File: config.mk
export PLATFORM = sky130hd
export DESIGN_NAME = micro_edge_pwm_config
export DESIGN_NICKNAME = d
export VERILOG_FILES = /design/src/rtl/micro_edge_pkg.sv /design/src/rtl/micro_edge_pwm_config.sv /design/src/rtl/time_base_counter.sv /design/src/rtl/fine_edge_output.sv
export SDC_FILE = /design/constraint.sdc
export NUM_CORES = 1
export LEC_CHECK = 0
export ABC_AREA = 0
export BUFFER_PORTS_ARGS = -buffer_cell sky130_fd_sc_hd__buf_2
export CAP_MARGIN = 10
export CORE_MARGIN = 3
export CORE_UTILIZATION = 61
export DETAILED_ROUTE_END_ITERATION = 10
export PLACE_DENSITY = 0.82
export REMOVE_ABC_BUFFERS = 1
export SLEW_MARGIN = 30
export SYNTH_ARGS = -nofsm -noshare
export SYNTH_HDL_FRONTEND = slang
export SYNTH_HIERARCHICAL = 1
export SYNTH_SLANG_ARGS = --single-unit
File: constraint.sdc
create_clock -name clk -period 7.65 [get_ports clk]
set_input_delay 0.765 -clock clk [delete_from_list [all_inputs] [get_ports clk]]
set_output_delay 0.765 -clock clk [all_outputs]
set_load 0.02 [all_outputs]
File: src/rtl/micro_edge_pkg.sv
package micro_edge_pkg;
  // register word indices; byte address is four times the index
  localparam logic [7:0] IDX_TB_CONTROL = 8'h00;
  localparam logic [7:0] IDX_TB_STATUS = 8'h01;
  localparam logic [7:0] IDX_FINE_PHASE = 8'h02;
  localparam logic [7:0] IDX_TB_PHASE = 8'h03;
  localparam logic [7:0] IDX_TB_COUNTER = 8'h04;
  localparam logic [7:0] IDX_TB_PERIOD = 8'h05;
  localparam logic [7:0] IDX_COMPARE_CONTROL = 8'h07;
  localparam logic [7:0] IDX_FINE_COMPARE_A = 8'h08;
  localparam logic [7:0] IDX_COARSE_COMPARE_A = 8'h09;
  localparam logic [7:0] IDX_COARSE_COMPARE_B = 8'h0a;
  localparam logic [7:0] IDX_HIGH_RES_CONFIG = 8'h20;
  localparam logic [7:0] IDX_PROTECT = 8'h21;
  localparam logic [7:0] IDX_ACTIVE_STATUS = 8'h22;
  // high_res_config fields
  localparam int CFG_LOAD_SEL_BIT = 3;
  localparam int CFG_SOURCE_BIT = 2;
  localparam int CFG_EDGE_LSB = 0;
  localparam logic [15:0] CFG_WRITE_MASK = 16'h000f;
  // fine byte position
  localparam int FINE_LSB = 8;
  // compare_control field for the coarse load mode
  localparam int COARSE_LOAD_MODE_LSB = 0;
  // reset values
  localparam logic [15:0] RESET_WORD = 16'h0000;
  localparam logic [15:0] RESET_PERIOD = 16'hffff;
  // time_base_control counter mode field
  localparam int CTRMODE_LSB = 0;
  // reserved for address window
  localparam logic [7:0] UNMAPPED_WORD = 8'hff;
  typedef enum logic [1:0] {
    EDGE_OFF,
    EDGE_RISE,
    EDGE_FALL,
    EDGE_BOTH
  } edge_mode_t;
  typedef enum logic [1:0] {
    CLOAD_ZERO,
    CLOAD_PERIOD,
    CLOAD_EITHER,
    CLOAD_FREEZE
  } coarse_load_t;
endpackage

File: src/rtl/micro_edge_pwm_config.sv
// Summary of operation
// - config bit 3 picks fine shadow load: zero or period
// - load selection applies only in duty control mode
// - bit 2 picks fine compare (0) or fine phase (1) source
// - bits 1-0: off, rising, falling, both edges
// - fine compare in bits 15-8; nonzero step enables fine edge
// - config writes ignored unless protected window is open
// - fine compare at 0x8, coarse at 0x9, config at 0x20
// - fine phase in bits 15-8, low byte reads zero
//
// The Avalon-MM register port was chosen for this implementation.
`timescale 1ns/1ps
module micro_edge_pwm_config
  import micro_edge_pkg::*;
#(
  parameter int WIDTH = 16
) (
  input wire logic clk, // 50 MHz time-base clock
  input wire logic rst_n, // sync reset, active low
  input wire logic [9:0] address, // byte address
  input wire logic read, // avalon read
  input wire logic write, // avalon write
  input wire logic [31:0] writedata, // avalon write data
  input wire logic [3:0] byteenable, // avalon byte enables
  output logic [31:0] readdata, // avalon read data
  output logic waitrequest, // avalon wait request
  output logic [1:0] response, // 00 okay, 10 slave error
  output logic pwmOut, // coarse-timed channel output
  output logic [7:0] riseStep, // micro-edge step on rising edge
  output logic [7:0] fallStep // micro-edge step on falling edge
);
  logic [15:0] tbControl, next_tbControl;
  logic [15:0] tbPhase, next_tbPhase;
  logic [15:0] tbPeriod, next_tbPeriod;
  logic [15:0] compareControl, next_compareControl;
  logic [15:0] coarseShadow, next_coarseShadow;
  logic [15:0] coarseActive, next_coarseActive;
  logic [15:0] coarseB, next_coarseB;
  logic [7:0] fineShadow, next_fineShadow;
  logic [7:0] fineActive, next_fineActive;
  logic [7:0] finePhase, next_finePhase;
  logic [3:0] highResConfig, next_highResConfig;
  logic protectOpen, next_protectOpen;
  logic [31:0] next_readdata;
  logic next_waitrequest;
  logic [1:0] next_response;
  logic pending, next_pending;
  logic sawZero, next_sawZero;
  logic sawPeriod, next_sawPeriod;

  logic [WIDTH-1:0] count;
  logic atZero;
  logic atPeriod;
  logic counterWrite;
  logic [7:0] wordIdx;
  logic [15:0] wdata;
  logic fineLoadEvent;
  logic coarseLoadEvent;
  logic [7:0] fineSel;
  logic [1:0] edgeMode;
  logic fineInUse;

  // merges a write with byte enables into a 16-bit register
  function automatic logic [15:0] merge(input logic [15:0] old,
                                        input logic [15:0] val,
                                        input logic [3:0] be);
    merge = old;
    if (be[0])
      merge[7:0] = val[7:0];
    if (be[1])
      merge[15:8] = val[15:8];
  endfunction

  // 32-bit word address
  assign wordIdx = address[9:2];
  assign wdata = writedata[15:0];
  // counter write lands at the answer edge, while the request still stands;
  // pending has already dropped there, so it must not qualify the load
  assign counterWrite = write && !waitrequest
    && wordIdx == IDX_TB_COUNTER;

  time_base_counter #(
    .WIDTH(WIDTH)
  ) counterInst (
    .clk(clk),
    .rst_n(rst_n),
    .run(tbControl[CTRMODE_LSB +: 2] != 2'b11),
    .period(tbPeriod),
    .loadCount(counterWrite),
    .loadValue(wdata),
    .count(count),
    .atZero(atZero),
    .atPeriod(atPeriod)
  );

  assign fineLoadEvent = highResConfig[CFG_LOAD_SEL_BIT] ? atPeriod : atZero;

  always_comb
  begin
    case (coarse_load_t'(compareControl[COARSE_LOAD_MODE_LSB +: 2]))
      CLOAD_ZERO: coarseLoadEvent = atZero;
      CLOAD_PERIOD: coarseLoadEvent = atPeriod;
      CLOAD_EITHER: coarseLoadEvent = atZero || atPeriod;
      // freeze keeps the active compare as it is
      CLOAD_FREEZE: coarseLoadEvent = 1'b0;
      default: coarseLoadEvent = 1'b0;
    endcase
  end

  assign fineSel = highResConfig[CFG_SOURCE_BIT] ? finePhase : fineActive;

  assign edgeMode = highResConfig[CFG_EDGE_LSB +: 2];
  // a zero fine step leaves the edge coarse
  assign fineInUse = (fineSel != 8'h00) && edgeMode != EDGE_OFF;

  always_comb
  begin
    next_tbControl = tbControl;
    next_tbPhase = tbPhase;
    next_tbPeriod = tbPeriod;
    next_compareControl = compareControl;
    next_coarseShadow = coarseShadow;
    next_coarseActive = coarseActive;
    next_coarseB = coarseB;
    next_fineShadow = fineShadow;
    next_fineActive = fineActive;
    next_finePhase = finePhase;
    next_highResConfig = highResConfig;
    next_protectOpen = protectOpen;
    next_readdata = readdata;
    next_waitrequest = 1'b1;
    next_response = response;
    next_pending = pending;
    next_sawZero = sawZero | atZero;
    next_sawPeriod = sawPeriod | atPeriod;

    if (coarseLoadEvent)
      next_coarseActive = coarseShadow;
    if (!highResConfig[CFG_SOURCE_BIT] && fineLoadEvent)
      next_fineActive = fineShadow;

    if ((read || write) && !pending && waitrequest)
      next_pending = 1'b1;

    if (pending && waitrequest)
    begin
      next_waitrequest = 1'b0;
      next_pending = 1'b0;
      next_response = 2'b00;
      next_readdata = 32'h00000000;
      case (wordIdx)
        IDX_TB_CONTROL:
          if (write)
            next_tbControl = merge(tbControl, wdata, byteenable);
          else
            next_readdata[15:0] = tbControl;
        IDX_TB_STATUS:
          if (read)
            next_readdata[1:0] = {sawPeriod, sawZero};
          else
          begin
            // write one clears; a new event wins
            if (byteenable[0] && wdata[0])
              next_sawZero = atZero;
            if (byteenable[0] && wdata[1])
              next_sawPeriod = atPeriod;
          end
        IDX_FINE_PHASE:
          if (write && byteenable[1])
            next_finePhase = wdata[15:8];
          else if (read)
            next_readdata[15:8] = finePhase;
        IDX_TB_PHASE:
          if (write)
            next_tbPhase = merge(tbPhase, wdata, byteenable);
          else
            next_readdata[15:0] = tbPhase;
        IDX_TB_COUNTER:
          if (read)
            next_readdata[15:0] = count;
        IDX_TB_PERIOD:
          if (write)
            next_tbPeriod = merge(tbPeriod, wdata, byteenable);
          else
            next_readdata[15:0] = tbPeriod;
        IDX_COMPARE_CONTROL:
          if (write)
            next_compareControl = merge(compareControl, wdata, byteenable);
          else
            next_readdata[15:0] = compareControl;
        IDX_FINE_COMPARE_A:
          if (write && byteenable[1])
            next_fineShadow = wdata[FINE_LSB +: 8];
          else if (read)
            next_readdata[15:8] = fineShadow;
        IDX_COARSE_COMPARE_A:
          if (write)
            next_coarseShadow = merge(coarseShadow, wdata, byteenable);
          else
            next_readdata[15:0] = coarseShadow;
        IDX_COARSE_COMPARE_B:
          if (write)
            next_coarseB = merge(coarseB, wdata, byteenable);
          else
            next_readdata[15:0] = coarseB;
        IDX_HIGH_RES_CONFIG:
          if (write)
          begin
            if (protectOpen && byteenable[0])
              next_highResConfig = wdata[3:0] & CFG_WRITE_MASK[3:0];
          end
          else
            next_readdata[3:0] = highResConfig;
        IDX_PROTECT:
          if (write && byteenable[0])
            next_protectOpen = wdata[0];
          else if (read)
            next_readdata[0] = protectOpen;
        IDX_ACTIVE_STATUS:
          if (read)
          begin
            next_readdata[15:8] = fineActive;
            next_readdata[0] = fineInUse;
          end
        default:
          next_response = 2'b10;
      endcase
    end
  end

  always_ff @(posedge clk)
  begin
    if (!rst_n)
    begin
      tbControl <= RESET_WORD;
      tbPhase <= RESET_WORD;
      tbPeriod <= RESET_PERIOD;
      compareControl <= RESET_WORD;
      coarseShadow <= RESET_WORD;
      coarseActive <= RESET_WORD;
      coarseB <= RESET_WORD;
      fineShadow <= 8'h00;
      fineActive <= 8'h00;
      finePhase <= 8'h00;
      highResConfig <= 4'h0;
      protectOpen <= 1'b0;
      readdata <= 32'h00000000;
      waitrequest <= 1'b1;
      response <= 2'b00;
      pending <= 1'b0;
      sawZero <= 1'b0;
      sawPeriod <= 1'b0;
    end
    else
    begin
      tbControl <= next_tbControl;
      tbPhase <= next_tbPhase;
      tbPeriod <= next_tbPeriod;
      compareControl <= next_compareControl;
      coarseShadow <= next_coarseShadow;
      coarseActive <= next_coarseActive;
      coarseB <= next_coarseB;
      fineShadow <= next_fineShadow;
      fineActive <= next_fineActive;
      finePhase <= next_finePhase;
      highResConfig <= next_highResConfig;
      protectOpen <= next_protectOpen;
      readdata <= next_readdata;
      waitrequest <= next_waitrequest;
      response <= next_response;
      pending <= next_pending;
      sawZero <= next_sawZero;
      sawPeriod <= next_sawPeriod;
    end
  end

  fine_edge_output #(
    .WIDTH(WIDTH)
  ) edgeInst (
    .clk(clk),
    .rst_n(rst_n),
    .count(count),
    .compare(coarseActive),
    .edgeSel(edgeMode),
    .fineValue(fineSel),
    .pwmOut(pwmOut),
    .riseStep(riseStep),
    .fallStep(fallStep)
  );
endmodule

File: src/rtl/time_base_counter.sv
`timescale 1ns/1ps
module time_base_counter
  import micro_edge_pkg::*;
#(
  parameter int WIDTH = 16
) (
  input wire logic clk, // clock
  input wire logic rst_n, // sync reset, active low
  input wire logic run, // counting enabled
  input wire logic [WIDTH-1:0] period, // period value
  input wire logic loadCount, // software write of counter
  input wire logic [WIDTH-1:0] loadValue, // value written
  output logic [WIDTH-1:0] count, // counter value
  output logic atZero, // counter equals zero
  output logic atPeriod // counter equals period
);
  logic [WIDTH-1:0] next_count;

  always_comb
  begin
    next_count = count;
    if (loadCount)
      next_count = loadValue;
    else if (run)
      next_count = (count >= period) ? '0 : count + 1'b1;
  end

  always_ff @(posedge clk)
  begin
    if (!rst_n)
      count <= '0;
    else
      count <= next_count;
  end

  assign atZero = (count == '0);
  assign atPeriod = (count == period);
endmodule

File: src/rtl/fine_edge_output.sv
`timescale 1ns/1ps
module fine_edge_output
  import micro_edge_pkg::*;
#(
  parameter int WIDTH = 16
) (
  input wire logic clk, // clock
  input wire logic rst_n, // sync reset, active low
  input wire logic [WIDTH-1:0] count, // time-base count
  input wire logic [WIDTH-1:0] compare, // active coarse compare
  input wire logic [1:0] edgeSel, // adjusted edge select
  input wire logic [7:0] fineValue, // selected fine step
  output logic pwmOut, // coarse-timed channel output
  output logic [7:0] riseStep, // fine step on rising edge
  output logic [7:0] fallStep // fine step on falling edge
);
  logic next_pwmOut;
  logic [7:0] next_riseStep;
  logic [7:0] next_fallStep;
  logic fineOn;

  // zero step leaves fine edge idle
  assign fineOn = (fineValue != 8'h00);

  always_comb
  begin
    next_pwmOut = (count < compare);
    next_riseStep = 8'h00;
    next_fallStep = 8'h00;
    if (fineOn && edgeSel != EDGE_OFF)
    begin
      if (edgeSel == EDGE_RISE || edgeSel == EDGE_BOTH)
        next_riseStep = fineValue;
      if (edgeSel == EDGE_FALL || edgeSel == EDGE_BOTH)
        next_fallStep = fineValue;
    end
  end

  always_ff @(posedge clk)
  begin
    if (!rst_n)
    begin
      pwmOut <= 1'b0;
      riseStep <= 8'h00;
      fallStep <= 8'h00;
    end
    else
    begin
      pwmOut <= next_pwmOut;
      riseStep <= next_riseStep;
      fallStep <= next_fallStep;
    end
  end
endmodule

==> qor.txt, run 1 <==
Cell Int Power: 1.53 mW
Crit path DAT: 3.99 ns
Yosys warning total: 6
Crit path launch: address[3]
Fin area: 0.0113 mm²
CTS sink count: 195
FP Rows: 47
Vias in the first global route: 8442
Worst-case clock buffer depth: 2
CP cell instances: buf_2 -> buf_4 -> nor4b_1 -> and2_1 -> and3b_1 -> buf_4 -> a2111oi_4 -> o21ai_1 -> or4_1 -> o22ai_1
First-pass GRT wire length: 45.6 mm
Seq/Total Area, Yosys: 0.374
Hold_buf cts: 0
WL/cell: 20.9 µm
Htree depth: 4
Core area: 0.0166 mm²
IO Pins: 102
Commonest cells after routing, fill and taps aside: 195 x dfxtp_1, 132 x mux2i_1, 131 x nor2b_1
Initial antenna violation count: 0
Post-CTS resize count: 0
IO Port Bufs: 64
GR Overflow Total: 0
CTS clk-pin slew, worst paths: 0.07 ns
CTS tree: done
Vias/cell: 6.40
Hold Crit Start: readdata[11]$_SDFFE_PN0P_
Die span in y: 137 µm
DR vias: 8879
Worst-skew pair later-pin latency: 0.43 ns
Fmax achieved: 274 MHz
Placed insts: 1355
DRC viols: 0
Initial DRC count: 1060
Relative slew slack: 0.268
Syn Area/Cell: 9.15 µm²
Startpoint Class: input port
Share of post-route cells with drive strength above 1: 0.130
Initial Util: 0.627
Postcts setup bufs: 0
Yosys top cell area share: 0.374
Final setup TNS: 0 ns
Async set-reset flop share out of synthesis: 0
Final ANT Viol Nets: 0
Leak: 4.24 nW
Worst Tran Pin Value: 1.10 ns
Switching fraction of total power: 0.260
Min Tclk post-route: 3.65 ns
WL final: 28.9 mm
Final hold slack: 0.469 ns
ANT cells: 0
CP Buf/Inv Count: 3
Top post-synthesis cells by area: dfxtp_1 37%, mux2i_1 13%, nor2b_1 7.9%
Tot Pwr: 2.07 mW
Skew final: 0.00853 ns
Die ar.: 0.0187 mm²
Cell area after synthesis: 0.0104 mm²
Clock share of power: 0.429
Synth-to-Final Area Change: 8.11%
Clock root buffer: clkbuf_16
Core Util, Final: 0.678
HPWL Detailed: 19.2 mm
Synth area leader: dfxtp_1
HP Class: register to register
Comb power frac: 0.077
Status: completed
Yosys reg bits: 195
P_sw: 540 µW
Worst Path Max Fanout: 44
Unrepaired setup endpoints after global routing: false
Post-route insts no fill: 1387
Maximum vdd drop: 0.201 mV
CP peak stage delay: 0.93 ns
Final Hold Viols: 0
Post-DP Area: 0.0107 mm²
Final Cycle Share: 0.477
Max cap viols: 0
CP required: 7.99 ns
Largest net degree at the start of global routing: 96
Die Wd: 137 µm
Dpl ws: 3.74 ns
Sequential group share of total power: 0.494
Main synth FF type: dfxtp_1
Worst setup EP type: register
RD Place Congestion: 0.918
Post-synth EDFFs: 0
Synth unique cells: 72
Critical path's most frequent cell: buf_4
PD cells: 184 mW/mm²
# setup viols final: 0
First-pass DRT Iterations: 5
Total CTS buffers: 17
Cell count after synthesis: 1140
Final worst slack: 4.00 ns
Max-slew violations: 0
Kind of critical path: input port to register
Cell family with most CP delay: simple AND/OR/NAND/NOR gates
Most common cell after layout, fill and taps aside: dfxtp_1
Slowest library cell on the worst path: or4_1
Layout Nets: 1237
Reg-to-reg startpoint: counterInst/count[11]$_SDFFE_PN0P_
Gr usage total: 0.311
cells in the mapped netlist, types with 11 or more instances:
cell / count
nand3_1: 63
buf_4: 19
o21ai_0: 26
ha_1: 33
buf_2: 11
nand4_1: 19
clkbuf_1: 55
dfxtp_1: 195
inv_1: 49
nor2b_1: 131
mux2i_1: 132
nor3_1: 24
a21oi_1: 47
and3_1: 28
nand2_1: 70
o22ai_1: 15
nor2_1: 15
a22oi_1: 19
nor3b_1: 11
worst register-to-register path: stages (launching register included):
cell,delay [ns]
dfxtp_1,0.64
ha_1,0.27
nand4_1,0.17
or3_1,0.43
nor2_1,0.24
mux2i_1,0.15
nor2_1,0.72
mux2i_1,0.30
nor2b_1,0.07
final timing paths:
path                                        to  slack [ns]  cells after the start
min reg2reg          readdata[11]$_SDFFE_PN0P_        0.47                      2
max reg2reg         fineActive[2]$_SDFFE_PN0P_        4.55                      8
max          counterInst/count[0]$_SDFFE_PN0P_        4.00                     10
min                  readdata[11]$_SDFFE_PN0P_        0.47                      2
layer usage:
metal | up-vias | share of wire | GRT usage
met2 | 481 | 0.46 | 0.492
met3 | 91 | 0.086 | 0.0651
met5 | - | 0 | 0
li1 | 4081 | - | -
met1 | 4226 | 0.41 | 0.415
met4 | 0 | 0.037 | 0.129
power groups by stage:
stage,Sequential (mW),Clock (mW),Combinational (mW)
2_1_floorplan,1.05,0,0.0795
3_3_place_gp,1.05,0,0.152
3_5_place_dp,1.05,0,0.153
4_1_cts,1.02,0.895,0.154
5_1_grt,1.03,0.936,0.167
6_report,1.03,0.891,0.159
cell type report:
class | count | area [µm²]
clock inverters | 14 | 144
fillers | 1331 | 5370
multi-input cells | 816 | 5930
repair buffers | 75 | 405
clock buffers | 18 | 439
flip-flops and latches | 195 | 3900
inverters | 49 | 184
well taps | 220 | 275
cells by family (layout without fill, tap and decap cells):
family	Yosys count	after routing	share of synthesized area
simple gates	419	419	0.238
other cells	1	17	0.000359
mux	142	142	0.137
xor+xnor	15	15	0.0126
flops	195	195	0.374
fa+ha+maj	33	33	0.0396
buf+inv	145	156	0.0648
compound gates	190	190	0.133
Power figures use the tool's default switching activity.
==> run 2, diff against run 1 <==
--- a/config.mk
+++ b/config.mk
@@ -9,9 +9,9 @@
 export BUFFER_PORTS_ARGS = -buffer_cell sky130_fd_sc_hd__buf_2
 export CAP_MARGIN = 10
 export CORE_MARGIN = 3
-export CORE_UTILIZATION = 61
+export CORE_UTILIZATION = 54
 export DETAILED_ROUTE_END_ITERATION = 10
-export PLACE_DENSITY = 0.82
+export PLACE_DENSITY = 0.77
 export REMOVE_ABC_BUFFERS = 1
 export SLEW_MARGIN = 30
 export SYNTH_ARGS = -nofsm -noshare
==> constraint.sdc (replaced) <==
create_clock -name clk -period 3.2 [get_ports clk]
set_input_delay 0.32 -clock clk [delete_from_list [all_inputs] [get_ports clk]]
set_output_delay 0.32 -clock clk [all_outputs]
set_load 0.02 [all_outputs]
==> run 2 against run 1 <==
Register-to-register slack worse by 4.1 ns; final area is 2.9% higher; die area is 12% higher; sequential share of layout area is 0.96 points lower; largest cell class unchanged; combinational power grew to 2.6 times the previous value; core utilization is 6.2 points lower.
==> qor.txt, run 2 (synthesis results as in run 1) <==
Worst-skew pair later-pin latency: 0.44 ns (was 0.43 ns)
Fmax achieved: 363 MHz
CTS tree: done (unchanged)
Final worst slack: 0.443 ns (was 4.00 ns)
R2R Setup Slk: 0.44 ns (was 4.55 ns)
Initial antenna violation count: 0 (unchanged)
First-pass DRT Iterations: 7 (was 5)
DR vias: 8857 (was 8879)
FP Rows: 50 (was 47)
Share of post-route cells with drive strength above 1: 0.153 (was 0.130)
Crit path DAT: 3.09 ns (was 3.99 ns)
Reg2reg path depth: 10 (was 8)
Core Util, Final: 0.616 (was 0.678)
CP required: 3.53 ns (was 7.99 ns)
Final Cycle Share: 0.862
Gr usage total: 0.276 (was 0.311)
Initial DRC count: 1128 (was 1060)
Min Tclk post-route: 2.76 ns
Reg-to-reg critical path endpoint: coarseActive[11]$_SDFFE_PN0P_ (was fineActive[2]$_SDFFE_PN0P_)
Reg-to-reg startpoint: tbPeriod[15]$_SDFFE_PN1P_ (was counterInst/count[11]$_SDFFE_PN0P_)
Hold Crit Start: writedata[5] (was readdata[11]$_SDFFE_PN0P_)
Worst Hold Depth: 3 (was 2)
Vias/cell: 6.06 (was 6.40)
WL final: 29.4 mm (was 28.9 mm)
Status: completed (unchanged)
DRC viols: 0 (unchanged)
Fillers: 1609 (was 1331)
Tot Pwr: 4.96 mW (was 2.07 mW)
Startpoint Class: register (was input port)
Post-CTS resize count: 0 (unchanged)
Leak: 4.42 nW (was 4.24 nW)
Final Hold Viols: 0 (unchanged)
Fin area: 0.0116 mm² (was 0.0113 mm²)
Die ar.: 0.0210 mm² (was 0.0187 mm²)
Hold path endpoint: tbPeriod[5]$_SDFFE_PN1P_ (was readdata[11]$_SDFFE_PN0P_)
Post-DP Area: 0.0110 mm² (was 0.0107 mm²)
Core area: 0.0188 mm² (was 0.0166 mm²)
Most common cell after layout, fill and taps aside: dfxtp_1 (unchanged)
WL/cell: 20.1 µm (was 20.9 µm)
Synth-to-Final Area Change: 11.2% (was 8.11%)
ANT cells: 0 (unchanged)
CTS clk-pin slew, worst paths: 0.07 ns (about the same)
Max-slew violations: 0 (unchanged)
HP Class: input port to register (was register to register)
Largest net degree at the start of global routing: 59 (was 96)
Worst setup EP type: register (unchanged)
Dpl ws: 0.454 ns (was 3.74 ns)
Worst Path Max Fanout: 16 (was 44)
Post-route insts no fill: 1461 (was 1387)
CTS sink count: 195 (unchanged)
Vias in the first global route: 8537 (was 8442)
Die span in y: 145 µm (was 137 µm)
CP peak stage delay: 0.44 ns (was 0.93 ns)
Htree depth: 4 (unchanged)
IO Pins: 102 (unchanged)
Die Wd: 145 µm (was 137 µm)
Total CTS buffers: 17 (unchanged)
HPWL Detailed: 20.4 mm (was 19.2 mm)
Relative slew slack: 0.352 (was 0.268)
Hold_buf cts: 0 (unchanged)
Kind of critical path: register to register (was input port to register)
Final setup TNS: 0 ns (unchanged)
Placed insts: 1429 (was 1355)
Initial Util: 0.554 (was 0.627)
Maximum vdd drop: 0.374 mV (was 0.201 mV)
Postcts setup bufs: 0 (unchanged)
Layout Nets: 1271 (was 1237)
RD Place Congestion: 0.964 (was 0.918)
Worst-case clock buffer depth: 2 (unchanged)
Final ANT Viol Nets: 0 (unchanged)
Slowest library cell on the worst path: or3_1 (was or4_1)
Unrepaired setup endpoints after global routing: false (unchanged)
# setup viols final: 0 (unchanged)
Skew final: 0.0117 ns (was 0.00853 ns)
CP cell instances: inv_1 -> ha_1 -> nand4_1 -> or3_1 -> nor2_1 -> a21oi_1 -> o21ai_2 -> buf_12 -> mux2i_1 -> nor2b_1 (was buf_2 -> buf_4 -> nor4b_1 -> and2_1 -> and3b_1 -> buf_4 -> a2111oi_4 -> o21ai_1 -> or4_1 -> o22ai_1)
Clock root buffer: clkbuf_16 (unchanged)
Worst Tran Pin Value: 0.968 ns (was 1.10 ns)
First-pass GRT wire length: 47.1 mm (was 45.6 mm)
Max cap viols: 0 (unchanged)
Final hold slack: 0.232 ns (was 0.469 ns)
IO Port Bufs: 64 (unchanged)
GR Overflow Total: 0 (unchanged)
Commonest cells after routing, fill and taps aside: 195 x dfxtp_1, 132 x mux2i_1, 131 x nor2b_1 (unchanged)
PD cells: 427 mW/mm² (was 184 mW/mm²)
==> run 2: power breakdown <==
| group | total (mW) | internal (mW) | switching [mW] |
|---|---|---|---|
| clock | 2.10 | 1.06 | 1.04 |
| combinational | 0.410 | 0.133 | 0.277 |
| sequential | 2.45 | 2.43 | 0.0157 |
==> run 2: worst max-delay path by stage <==
stage / start / end / depth (start not counted) / slack (ns)
finish: tbPeriod[15]$_SDFFE_PN1P_ / coarseActive[11]$_SDFFE_PN0P_ / 10 / 0.44
detailed placement: address[3] / readdata[10]$_SDFFE_PN0P_ / 7 / 0.45
floorplan: address[7] / counterInst/count[12]$_SDFFE_PN0P_ / 7 / -0.47
CTS: tbPeriod[15]$_SDFFE_PN1P_ / coarseActive[4]$_SDFFE_PN0P_ / 10 / 0.48
global placement: address[3] / readdata[10]$_SDFFE_PN0P_ / 7 / 0.52
global route: tbPeriod[15]$_SDFFE_PN1P_ / coarseActive[0]$_SDFFE_PN0P_ / 10 / 0.31
==> run 2: critical path: cells and delay by family, from the launching register on <==
kind | cells | cell delay, ns
adders and majority gates | 1 | 0.35
and+or+nand+nor | 4 | 1.09
muxes | 1 | 0.21
AOI/OAI and AO/OA | 2 | 0.34
DFF | 1 | 0.37
buffers and inverters | 2 | 0.26
==> run 2: cell type report <==
cell class | count | area, µm² | area share
Multi-Input combinational cell | 816 | 5920 | 0.510
Tap cell | 260 | 325 | 0.0280
Inverter | 49 | 184 | 0.0159
Sequential cell | 195 | 3900 | 0.337
Clock inverter | 13 | 119 | 0.0102
Timing Repair Buffer | 109 | 698 | 0.0602
Clock buffer | 19 | 453 | 0.0391
==> run 2: layer usage <==
layer / track usage / share of wire
met5: 0 / 0
met1: 0.376 / 0.42
met2: 0.434 / 0.46
met3: 0.0547 / 0.080
met4: 0.107 / 0.037
